[src/hw/timer_pkg.sv]
// Package for the 16-bit timer: register offsets, field layouts, reset values.
// Assumes a byte-wide register port with one-cycle read latency.
package timer_pkg;

  // ---------------------------------------------------------------------------
  // Register map (byte offsets on the plain port)
  // ---------------------------------------------------------------------------
  localparam logic [3:0] CTL0_OFS = 4'h0;
  localparam logic [3:0] CTL1_OFS = 4'h1;
  localparam logic [3:0] CNTH_OFS = 4'h2;
  localparam logic [3:0] CNTL_OFS = 4'h3;
  localparam logic [3:0] PWMH_OFS = 4'h4;
  localparam logic [3:0] PWML_OFS = 4'h5;
  localparam logic [3:0] RLDH_OFS = 4'h6;
  localparam logic [3:0] RLDL_OFS = 4'h7;
  localparam logic [3:0] ISTAT_OFS = 4'h8;
  localparam logic [3:0] IMASK_OFS = 4'h9;

  // ---------------------------------------------------------------------------
  // Control fields
  // ---------------------------------------------------------------------------
  // timer_control_zero: [1:0] interrupt_source_config, [2] pin function enable
  localparam int ISRC_LSB = 0;
  localparam int PINEN_BIT = 2;
  // control one: [7] enable, [6] output_polarity_select, [5:3] prescale, [1:0] mode
  localparam int EN_BIT = 7;
  localparam int POL_BIT = 6;
  localparam int PRE_LSB = 3;
  localparam int MODE_LSB = 0;
  // Status bits
  localparam int EVT_RELOAD = 0;
  localparam int EVT_MATCH = 1;
  localparam int EVT_CAPTURE = 2;

  localparam logic [15:0] COUNT_RESTART = 16'h0001;
  localparam logic [15:0] COUNT_RESET = 16'h0001;
  localparam logic [15:0] PWM_RESET = 16'h0000;
  localparam logic [15:0] RELOAD_RESET = 16'hffff;
  localparam logic [7:0] BYTE_RESET = 8'h00;
  localparam logic [2:0] EVT_NONE = 3'h0;

  typedef enum logic [1:0] {MODE_PWM, MODE_CAPTURE, MODE_COMPARE, MODE_IDLE} mode_type;
  // Capture interrupt sources: both, capture only, reload only
  typedef enum logic [1:0] {ISRC_BOTH, ISRC_CAPTURE, ISRC_RELOAD, ISRC_SPARE} isrc_type;

  typedef struct packed {
    logic enable;
    logic polarity;
    logic [2:0] prescale;
    mode_type mode;
    isrc_type isrc;
    logic pinEnable;
  } ctrl_type;

  typedef struct packed {
    logic reload;
    logic match;
    logic capture;
  } evt_type;

endpackage : timer_pkg

[src/hw/timer_prescaler.sv]
// Prescaler: divides sys_clk by 2**prescale and emits a one-cycle tick.
// Assumes the enable level comes from the same clock domain.
`timescale 1ns/10ps
module timer_prescaler
  import timer_pkg::*;
#(
  parameter int DIV_W = 7
) (
  input wire logic sys_clk,
  input wire logic rstn,
  input wire logic enable,
  input wire logic [2:0] prescale,
  output logic tick
);

  logic [DIV_W-1:0] div_ff;
  logic [DIV_W-1:0] nxt_div;
  logic [DIV_W-1:0] limit;

  always_comb begin
    limit = DIV_W'((1 << prescale) - 1);
    tick = enable && (div_ff == limit);
    nxt_div = div_ff;
    if (!enable || tick) begin
      nxt_div = '0;
    end else begin
      nxt_div = div_ff + 1'b1;
    end
  end

  always_ff @(posedge sys_clk or negedge rstn) begin
    if (!rstn) begin
      div_ff <= '0;
    end else begin
      div_ff <= nxt_div;
    end
  end

endmodule : timer_prescaler

[src/hw/timer_pin_sync.sv]
// Two-stage synchroniser for the capture input pin plus rising-edge pulse.
// Assumes the pin is asynchronous to sys_clk.
`timescale 1ns/10ps
module timer_pin_sync (
  input wire logic sys_clk,
  input wire logic rstn,
  input wire logic pinIn,
  output logic rise
);

  logic meta_ff;
  logic sync_ff;
  logic last_ff;

  // Only sync_ff feeds the edge detector; meta_ff is never read elsewhere
  always_ff @(posedge sys_clk or negedge rstn) begin
    if (!rstn) begin
      meta_ff <= 1'b0;
      sync_ff <= 1'b0;
      last_ff <= 1'b0;
    end else begin
      meta_ff <= pinIn;
      sync_ff <= meta_ff;
      last_ff <= sync_ff;
    end
  end

  assign rise = sync_ff && !last_ff;

endmodule : timer_pin_sync

[src/hw/timer_pwm_capture_compare.sv]
// 16-bit up-counting timer with PWM, capture and compare modes.
// Assumes a byte register port on sys_clk and an asynchronous capture pin.
//
// The register addresses and the plain strobed port were decided locally.
`timescale 1ns/10ps
// Behaviour
// [RL1] PWM: count up; at match with PWM value, toggle output.
// [RL2] PWM: at reload value, interrupt, restart count at 0001H.
// [RL3] Polarity 1: output starts high, low at match, high at reload.
// [RL4] Polarity 0: output starts low, high at match, low at reload.
// [RL5] Software start count only affects first period; later periods start 0001H.
// [RL6] Software keeps reload strictly greater than PWM value.
// [RL7] Software configures fully before enabling the timer.
// [RL8] Capture: PWM registers written only on capture, not on reload.
// [RL9] Capture interrupt on both events, or one chosen by source field.
// [RL10] Compare: at reload-register value, interrupt and keep counting.
// [RL11] Compare: with pin enabled, invert output at each compare.
// [RL12] Compare: count wraps FFFFH to 0000H.
// [RL13] Counter steps once per prescale tick; holds while disabled.
module timer_pwm_capture_compare
  import timer_pkg::*;
(
  input wire logic sys_clk,
  input wire logic rstn,
  input wire logic [3:0] regAddr,
  input wire logic [7:0] regWdata,
  input wire logic regWrite,
  input wire logic regRead,
  output logic [7:0] regRdata,
  input wire logic captureIn,
  output logic timerOut,
  output logic timerOutEn,
  output logic irq
);

  // ---------------------------------------------------------------------------
  // State
  // ---------------------------------------------------------------------------
  ctrl_type ctrl_ff, nxt_ctrl;
  logic [15:0] count_ff, nxt_count;
  logic [15:0] pwm_ff, nxt_pwm;
  logic [15:0] reload_ff, nxt_reload;
  logic [2:0] status_ff, nxt_status;
  logic [2:0] mask_ff, nxt_mask;
  logic out_ff, nxt_out;
  logic [7:0] rdata_ff, nxt_rdata;
  logic tick;
  logic capRise;
  logic reloadHit;
  logic matchHit;
  logic capEvt;
  evt_type evt;

  function automatic logic [15:0] set_byte(input logic [15:0] word, input logic high, input logic [7:0] b);
    set_byte = high ? {b, word[7:0]} : {word[15:8], b};
  endfunction : set_byte

  timer_prescaler u_pre (
    .sys_clk(sys_clk),
    .rstn(rstn),
    .enable(ctrl_ff.enable),
    .prescale(ctrl_ff.prescale),
    .tick(tick)
  );

  timer_pin_sync u_sync (
    .sys_clk(sys_clk),
    .rstn(rstn),
    .pinIn(captureIn),
    .rise(capRise)
  );

  // ---------------------------------------------------------------------------
  // Event decode
  // ---------------------------------------------------------------------------
  always_comb begin
    // Both hits decode independently; reload outranks match only for the PWM output level
    reloadHit = tick && (count_ff == reload_ff);
    matchHit = tick && (count_ff == pwm_ff);
    capEvt = ctrl_ff.enable && (ctrl_ff.mode == MODE_CAPTURE) && capRise;
    evt = '0;
    unique case (ctrl_ff.mode)
      MODE_PWM: begin
        evt.reload = reloadHit; // RL2
        evt.match = matchHit;
      end
      MODE_CAPTURE: begin
        evt.reload = reloadHit && (ctrl_ff.isrc != ISRC_CAPTURE); // RL9
        evt.capture = capEvt && (ctrl_ff.isrc != ISRC_RELOAD); // RL9
      end
      MODE_COMPARE: begin
        evt.reload = reloadHit; // RL10
      end
      MODE_IDLE: begin
        evt = '0;
      end
    endcase
  end

  // ---------------------------------------------------------------------------
  // Counter, capture and output
  // ---------------------------------------------------------------------------
  always_comb begin
    nxt_count = count_ff;
    nxt_pwm = pwm_ff;
    nxt_out = out_ff;
    nxt_ctrl = ctrl_ff;
    nxt_reload = reload_ff;
    nxt_mask = mask_ff;
    // Set wins over clear: hardware events OR in after the write-one clear
    nxt_status = status_ff;
    if (tick) begin
      if (ctrl_ff.mode != MODE_COMPARE && count_ff == reload_ff) begin
        nxt_count = COUNT_RESTART; // RL2 RL5
      end else begin
        nxt_count = count_ff + 16'h0001; // RL13 RL12
      end
    end
    unique case (ctrl_ff.mode)
      MODE_PWM: begin
        if (reloadHit) begin
          nxt_out = ctrl_ff.polarity; // RL3 RL4
        end else if (matchHit) begin
          nxt_out = !out_ff; // RL1
        end
      end
      MODE_CAPTURE: begin
        if (capEvt) begin
          nxt_pwm = count_ff; // RL8
        end
      end
      MODE_COMPARE: begin
        if (reloadHit && ctrl_ff.pinEnable) begin
          nxt_out = !out_ff; // RL11
        end
      end
      MODE_IDLE: begin
        nxt_out = out_ff;
      end
    endcase
    // Writes follow the tick updates so software wins, except over status events ORed in below
    if (regWrite) begin
      unique case (regAddr)
        CTL0_OFS: begin
          nxt_ctrl.isrc = isrc_type'(regWdata[ISRC_LSB +: 2]);
          nxt_ctrl.pinEnable = regWdata[PINEN_BIT];
        end
        CTL1_OFS: begin
          nxt_ctrl.enable = regWdata[EN_BIT];
          nxt_ctrl.polarity = regWdata[POL_BIT];
          nxt_ctrl.prescale = regWdata[PRE_LSB +: 3];
          nxt_ctrl.mode = mode_type'(regWdata[MODE_LSB +: 2]);
          // Idle output level follows polarity while disabled
          if (!regWdata[EN_BIT]) begin
            nxt_out = regWdata[POL_BIT];
          end
        end
        CNTH_OFS: nxt_count = set_byte(count_ff, 1'b1, regWdata);
        CNTL_OFS: nxt_count = set_byte(count_ff, 1'b0, regWdata);
        PWMH_OFS: nxt_pwm = set_byte(pwm_ff, 1'b1, regWdata);
        PWML_OFS: nxt_pwm = set_byte(pwm_ff, 1'b0, regWdata);
        RLDH_OFS: nxt_reload = set_byte(reload_ff, 1'b1, regWdata);
        RLDL_OFS: nxt_reload = set_byte(reload_ff, 1'b0, regWdata);
        ISTAT_OFS: nxt_status = status_ff & ~regWdata[2:0];
        IMASK_OFS: nxt_mask = regWdata[2:0];
        default: nxt_mask = mask_ff;
      endcase
    end
    // Status bits set by name; the struct packs reload at its top
    nxt_status[EVT_RELOAD] = nxt_status[EVT_RELOAD] | evt.reload;
    nxt_status[EVT_MATCH] = nxt_status[EVT_MATCH] | evt.match;
    nxt_status[EVT_CAPTURE] = nxt_status[EVT_CAPTURE] | evt.capture;
  end

  // ---------------------------------------------------------------------------
  // Read port
  // ---------------------------------------------------------------------------
  always_comb begin
    // Idle cycles return zero so stale data never lingers
    nxt_rdata = BYTE_RESET;
    if (regRead) begin
      unique case (regAddr)
        CTL0_OFS: nxt_rdata = {5'h00, ctrl_ff.pinEnable, ctrl_ff.isrc};
        CTL1_OFS: nxt_rdata = {ctrl_ff.enable, ctrl_ff.polarity, ctrl_ff.prescale, 1'b0, ctrl_ff.mode};
        CNTH_OFS: nxt_rdata = count_ff[15:8];
        CNTL_OFS: nxt_rdata = count_ff[7:0];
        PWMH_OFS: nxt_rdata = pwm_ff[15:8];
        PWML_OFS: nxt_rdata = pwm_ff[7:0];
        RLDH_OFS: nxt_rdata = reload_ff[15:8];
        RLDL_OFS: nxt_rdata = reload_ff[7:0];
        ISTAT_OFS: nxt_rdata = {5'h00, status_ff};
        IMASK_OFS: nxt_rdata = {5'h00, mask_ff};
        default: nxt_rdata = BYTE_RESET;
      endcase
    end
  end

  always_ff @(posedge sys_clk or negedge rstn) begin
    if (!rstn) begin
      ctrl_ff <= '0;
      count_ff <= COUNT_RESET;
      pwm_ff <= PWM_RESET;
      reload_ff <= RELOAD_RESET;
      status_ff <= EVT_NONE;
      mask_ff <= EVT_NONE;
      out_ff <= 1'b0;
      rdata_ff <= BYTE_RESET;
    end else begin
      ctrl_ff <= nxt_ctrl;
      count_ff <= nxt_count;
      pwm_ff <= nxt_pwm;
      reload_ff <= nxt_reload;
      status_ff <= nxt_status;
      mask_ff <= nxt_mask;
      out_ff <= nxt_out;
      rdata_ff <= nxt_rdata;
    end
  end

  assign regRdata = rdata_ff;
  assign timerOut = out_ff;
  // Driven (enable low) only when the pin function is selected
  assign timerOutEn = !ctrl_ff.pinEnable;
  // Level output; software clears the cause through the status byte
  assign irq = |(status_ff & mask_ff);

  // ---------------------------------------------------------------------------
  // Checks
  // ---------------------------------------------------------------------------
  pwm_restart_a: assert property (@(posedge sys_clk) disable iff (!rstn) // RL2
    (ctrl_ff.mode == MODE_PWM && reloadHit && !regWrite) |=> (count_ff == 16'h0001 && status_ff[EVT_RELOAD]))
    else $error("pwm reload did not restart count");
  pwm_toggle_a: assert property (@(posedge sys_clk) disable iff (!rstn) // RL1
    (ctrl_ff.mode == MODE_PWM && matchHit && !reloadHit && !regWrite) |=> (out_ff != $past(out_ff)))
    else $error("pwm match did not toggle");
  pwm_level_a: assert property (@(posedge sys_clk) disable iff (!rstn) // RL3
    (ctrl_ff.mode == MODE_PWM && reloadHit && !regWrite) |=> (out_ff == $past(ctrl_ff.polarity)))
    else $error("pwm reload level wrong");
  cap_hold_a: assert property (@(posedge sys_clk) disable iff (!rstn) // RL8
    (ctrl_ff.mode == MODE_CAPTURE && !capEvt && !regWrite) |=> $stable(pwm_ff))
    else $error("capture value changed without capture");
  cap_src_a: assert property (@(posedge sys_clk) disable iff (!rstn) // RL9
    (ctrl_ff.mode == MODE_CAPTURE && ctrl_ff.isrc == ISRC_CAPTURE && !status_ff[EVT_RELOAD] && !regWrite)
    |=> !status_ff[EVT_RELOAD])
    else $error("reload interrupt not suppressed");
  cmp_continue_a: assert property (@(posedge sys_clk) disable iff (!rstn) // RL10
    (ctrl_ff.mode == MODE_COMPARE && reloadHit && !regWrite) |=> (count_ff == $past(count_ff) + 16'h0001))
    else $error("compare reset the count");
  cmp_invert_a: assert property (@(posedge sys_clk) disable iff (!rstn) // RL11
    (ctrl_ff.mode == MODE_COMPARE && reloadHit && ctrl_ff.pinEnable && !regWrite) |=> (out_ff != $past(out_ff)))
    else $error("compare did not invert output");
  cmp_wrap_a: assert property (@(posedge sys_clk) disable iff (!rstn) // RL12
    (ctrl_ff.mode == MODE_COMPARE && tick && count_ff == 16'hffff && !regWrite) |=> (count_ff == 16'h0000))
    else $error("compare did not wrap");
  hold_off_a: assert property (@(posedge sys_clk) disable iff (!rstn) // RL13
    (!ctrl_ff.enable && !regWrite) |=> $stable(count_ff))
    else $error("count moved while disabled");

  // ---------------------------------------------------------------------------
  // Counter, capture and output checks
  // ---------------------------------------------------------------------------
  cap_load_a: assert property (@(posedge sys_clk) disable iff (!rstn) // RL8
    (capEvt && !regWrite) |=> (pwm_ff == $past(count_ff)))
    else $error("capture did not store the count");
  cap_flag_a: assert property (@(posedge sys_clk) disable iff (!rstn) // RL9
    (capEvt && ctrl_ff.isrc != ISRC_RELOAD) |=> status_ff[EVT_CAPTURE])
    else $error("capture event not flagged");
  cap_only_a: assert property (@(posedge sys_clk) disable iff (!rstn) // RL9
    (ctrl_ff.mode == MODE_CAPTURE && ctrl_ff.isrc == ISRC_RELOAD && !status_ff[EVT_CAPTURE] && !regWrite)
    |=> !status_ff[EVT_CAPTURE])
    else $error("capture interrupt not suppressed");
  cap_restart_a: assert property (@(posedge sys_clk) disable iff (!rstn)
    (ctrl_ff.mode == MODE_CAPTURE && reloadHit && !regWrite) |=> (count_ff == 16'h0001))
    else $error("capture reload did not restart count");
  pwm_step_a: assert property (@(posedge sys_clk) disable iff (!rstn) // RL1
    (ctrl_ff.mode == MODE_PWM && tick && count_ff != reload_ff && !regWrite)
    |=> (count_ff == $past(count_ff) + 16'h0001))
    else $error("pwm count did not step");
  cmp_steady_a: assert property (@(posedge sys_clk) disable iff (!rstn) // RL11
    (ctrl_ff.mode == MODE_COMPARE && !reloadHit && !regWrite) |=> $stable(out_ff))
    else $error("compare output moved without compare");
  tick_hold_a: assert property (@(posedge sys_clk) disable iff (!rstn) // RL13
    (ctrl_ff.enable && !tick && !regWrite) |=> $stable(count_ff))
    else $error("count moved between ticks");

  // ---------------------------------------------------------------------------
  // Status, read port and output checks
  // ---------------------------------------------------------------------------
  reload_flag_a: assert property (@(posedge sys_clk) disable iff (!rstn) // RL2
    evt.reload |=> status_ff[EVT_RELOAD])
    else $error("reload event lost");
  pwm_flag_a: assert property (@(posedge sys_clk) disable iff (!rstn) // RL1
    (ctrl_ff.mode == MODE_PWM && matchHit && !reloadHit) |=> status_ff[EVT_MATCH])
    else $error("pwm match not flagged");
  cmp_flag_a: assert property (@(posedge sys_clk) disable iff (!rstn) // RL10
    (ctrl_ff.mode == MODE_COMPARE && reloadHit) |=> status_ff[EVT_RELOAD])
    else $error("compare event not flagged");
  status_clear_a: assert property (@(posedge sys_clk) disable iff (!rstn)
    (regWrite && regAddr == ISTAT_OFS && !evt.reload && !evt.match && !evt.capture)
    |=> (status_ff == ($past(status_ff) & ~$past(regWdata[2:0]))))
    else $error("status write-one clear wrong");
  read_idle_a: assert property (@(posedge sys_clk) disable iff (!rstn)
    !regRead |=> (regRdata == 8'h00))
    else $error("read data not zero when idle");
  pin_idle_a: assert property (@(posedge sys_clk) disable iff (!rstn)
    (!ctrl_ff.enable && !regWrite) |=> $stable(out_ff))
    else $error("output moved while disabled");

endmodule : timer_pwm_capture_compare

[config.mk]
export PLATFORM = sky130hd
export DESIGN_NAME = timer_pwm_capture_compare
export DESIGN_NICKNAME = d
export VERILOG_FILES = /design/src/hw/timer_pkg.sv /design/src/hw/timer_prescaler.sv /design/src/hw/timer_pin_sync.sv /design/src/hw/timer_pwm_capture_compare.sv
export SDC_FILE = /design/constraint.sdc
export NUM_CORES = 1
export LEC_CHECK = 0
export BUFFER_PORTS_ARGS = -buffer_cell sky130_fd_sc_hd__buf_4
export CORE_UTILIZATION = 25
export CTS_CLUSTER_SIZE = 40
export DETAILED_ROUTE_END_ITERATION = 6
export PLACE_DENSITY = 0.49
export SLEW_MARGIN = 20
export SYNTH_ARGS = -nofsm -noshare
export SYNTH_HDL_FRONTEND = slang
export SYNTH_SLANG_ARGS = --single-unit
[constraint.sdc]
create_clock -name sys_clk -period 2.4 [get_ports sys_clk]
set_input_delay 0.24 -clock sys_clk [delete_from_list [all_inputs] [get_ports sys_clk]]
set_output_delay 0.24 -clock sys_clk [all_outputs]
set_load 0.03 [all_outputs]
==> summary.txt <==
Run status
  • Status: complete, no violations

STA
  • Clk_skew: between 0.009 and 0.01 ns
  • Highest clock rate: about 440 MHz
  • Final setup margin: approximately 0.11 ns
  • Setup-failing EPs final: 0
  • Setup_tns: 0 ns
  • Worst-margin pin slew: approximately 0.98 ns
  • Final hold viol count: 0
  • Final Cycle Share: between 90% and 100%
  • Slew Limit Headroom: about a third
  • Hold slack final: approximately 0.17 ns
  • Min Tclk post-route: ~2.3 ns
  • Pins Over Slew Limit: 0

Synth
  • Top cells by area, synth: dfrtp_1 (33%), dfstp_2 (8.9%), mux2_2 (7.6%), xor2_1 (6.1%), a222oi_1 (3.6%)
  • Post-synth EDFFs: 0
  • Area of the mapped netlist: 5020 µm²
  • Sequential area share after synthesis: around two fifths
  • Post-Synth Simple-Gate Area: 17.0%
  • Largest family of logic cells by synthesized area: compound AO/OA/AOI/OAI gates
  • Post-synthesis mux area share: roughly a tenth
  • Synth Area in Adders: less than 1%
  • Count of cell types in the netlist: 59
  • Synth Flop Type: dfrtp_1
  • Yosys top cell area share: approximately a third
  • Syn Nets: 555
  • Compound-cell area share of the yosys netlist: between 10% and 20%
  • Warnings from Yosys: 0
  • Post-synthesis xor/xnor area fraction: roughly 6.6%
  • Register bit count reported by yosys: slightly above 80
  • Mapped Cells: roughly 540
  • Post-synth ARST share: 100%
  • Syn_area_per_cell: roughly 9.4 µm²
  • Area leader, netlist: dfrtp_1

Critical path
  • Worst-path cell chain: and3_1 -> o2111ai_1 -> a22o_1 -> nor3_1 -> a21oi_1 -> buf_4 -> or4b_1 -> o211ai_2
  • Worst EP required: about 2.7 ns
  • Crit start category: flop
  • Critical path type: reg -> reg
  • Worst-path fanout max: 13
  • Arr. time, crit path: 2.58 ns
  • Crit. End Element: flop
  • Worst-case reg-to-reg path depth: 8
  • Slowest stage delay, CP: about 0.48 ns
  • CP max stage cell: dfrtp_1

Global route
  • Initial antenna violation count: 0
  • Largest net degree at the start of global routing: 46
  • Global-route wire length before repair: around 27000 µm
  • GRT Overall Usage: ~18%
  • Number of global-route vias before repair: 4475
  • Final global-route overflow total: 0

Finish
  • Finished Cell Area: 6000 µm²
  • Most common cell after layout, fill and taps aside: buf_4
  • Commonest cells after routing, fill and taps aside: buf_4 (77), dfrtp_1 (64), nand2_1 (47)
  • Layout cells sized above 1: about a quarter
  • Nets@finish: around 600
  • Diode count: 0
  • Layout Utilization: between 30% and 40%
  • Filler cell count: ~2100
  • Final cell count without fillers: around 850
  • Synth-to-Final Area Change: 19.6%

Routing
  • First drt pass iteration count: 6
  • Routed WL: ~17000 µm
  • Wire per inst: 20.0 µm
  • Residual DRC: 0
  • Final ANT Viol Nets: 0
  • Vias/cell: between 5 and 6
  • Iteration-0 DRC Markers: roughly 480
  • Vias: around 4500

Floorplanning
  • Initial Util: 25.6%
  • Chip width: between 100 and 150 µm
  • Die height: ~140 µm
  • Cell Rows: about 50
  • Core area: between 15000 and 20000 µm²
  • # IOs: 28
  • Die area: about 21000 µm²

Placed design
  • IO buf count: 27
  • Placed Instances: about 840
  • Placed inst area: 5720 µm²
  • Post-DP HPWL: about 13000 µm
  • Placer Congestion: 0.895
  • Post-Place Setup Slack: around 0.053 ns

Pwr
  • PD cells: around 840 nW/µm²
  • Tot Pwr: between 5 and 6 mW
  • Gate power share: about 32%
  • Leakage: roughly 2.7 nW
  • Net switching power: roughly 1.8 mW
  • Sequential share of power: between 40% and 50%
  • Clock power share: between 20% and 30%
  • Net Sw Frac: approximately 36%
  • Max rail drop VDD: about 0.0004 V
  • Cell internal pwr: approximately 3.2 mW

Clocking
  • Root buffer cell: clkbuf_16
  • Max clock buf depth: 2
  • CTS H-tree depth: 3
  • CTS buffer count: 9
  • Reg clk slew, reported paths: 0.06 ns
  • CTS tree: done
  • Sinks on Clock Net: 83
  • # Post-CTS Setup Buffers: 0
  • Worst skew pair latency: ~0.36 ns

Hold path
  • Hold Crit Depth: 2
  • HP Class: in -> reg

Job
  • Maxcap violations: 0
-- registers in the layout, indices dropped and copies added, names as in the netlist --
name,count
regRdata,8
mask_ff,3
reload_ff,16
pwm_ff,16
status_ff,3
u_sync.last_ff,1
u_sync.meta_ff,1
u_sync.sync_ff,1
count_ff,16
u_pre.div_ff,7
timerOut,1
ctrl_ff,10
-- path summary, 6_finish.rpt --
kind | start | endpoint | slack, ns
worst max-delay path | ctrl_ff[5]$_DFFE_PN0P_ | count_ff[15]$_DFFE_PN0P_ | 0.11
worst min-delay path | regRead | regRdata[5]$_DFF_PN0_ | 0.17
worst max register to register | ctrl_ff[5]$_DFFE_PN0P_ | count_ff[15]$_DFFE_PN0P_ | 0.11
worst min register to register | u_sync.meta_ff$_DFF_PN0_ | u_sync.sync_ff$_DFF_PN0_ | 0.35
max in group asynchronous | rstn | reload_ff[6]$_DFFE_PN1P_ | 1.21
min in group asynchronous | rstn | pwm_ff[12]$_DFFE_PN0P_ | 0.43
-- synthesized netlist by cell type (2+ instances only) --
library cell / number
o21ai_1: 4
nand4_1: 6
a21oi_1: 35
a31oi_1: 3
inv_1: 24
nor2_1: 41
nand2_1: 47
a22o_1: 3
nor3b_1: 4
and2_1: 2
a21o_1: 7
nand3_1: 16
mux2i_1: 8
a221oi_1: 2
xnor2_1: 3
dfrtp_1: 66
a222oi_1: 18
nor3_1: 12
a211oi_1: 2
o21a_1: 3
nand3b_1: 2
mux2_2: 34
o41ai_1: 2
xor2_1: 35
clkbuf_1: 19
buf_1: 8
buf_6: 4
o31a_1: 2
nor4_1: 13
nor2b_1: 7
nand2b_1: 6
and3_1: 11
a22oi_1: 7
o2111ai_1: 2
o22ai_1: 3
o21ai_0: 24
buf_2: 10
mux4_2: 3
dfstp_2: 17
ha_1: 2
-- what timing repair did --
item                                   CTS  global route
hold buffers                             2             0
setup endpoints to repair                0             3
endpoints found under the hold margin   31             0
resized for setup                        0             4
-- cell type report --
class                           count  area, µm²  area share, %
Timing Repair Buffer               79        598           9.97
Clock inverter                      3       17.5          0.292
Clock buffer                       13        240           4.00
Tap cell                          265        332           5.53
Inverter                           24       90.1           1.50
Sequential cell                    83       2100           35.0
Multi-Input combinational cell    386       2620           43.7
-- critical path: cells and delay by family, from the launching register on --
kind | cells | cell delay (ns)
simple gates | 3 | 0.78
flops | 1 | 0.48
compound gates | 4 | 0.73
buf+inv | 1 | 0.22
-- power by group through the flow --
stage	clock network (mW)	registers [mW]	logic, mW
CTS	1.30	2.14	1.62
global placement	0	2.15	1.61
finish	1.27	2.15	1.64
floorplan	0	2.01	1.14
global route	1.36	2.20	1.77
detailed placement	0	2.16	1.61
-- cells by family (layout without fill, tap and decap cells) --
family	count (synthesis)	after routing
fa+ha+maj	2	2
simple gates	173	173
xor+xnor	38	38
mux	45	45
compound gates	128	128
flops	83	83
buf+inv	67	119
-- per-layer routing --
layer	routed length, µm	track usage (%)	part of all wire [%]	vias up
li1	-	-	-	2035
met2	7900	27.8	46	185
met5	0	0	0	-
met1	7640	24.0	45	2230
met4	370	6.94	2.2	0
met3	1180	3.60	6.9	29
Note: power is estimated with default switching activity, not from simulation.
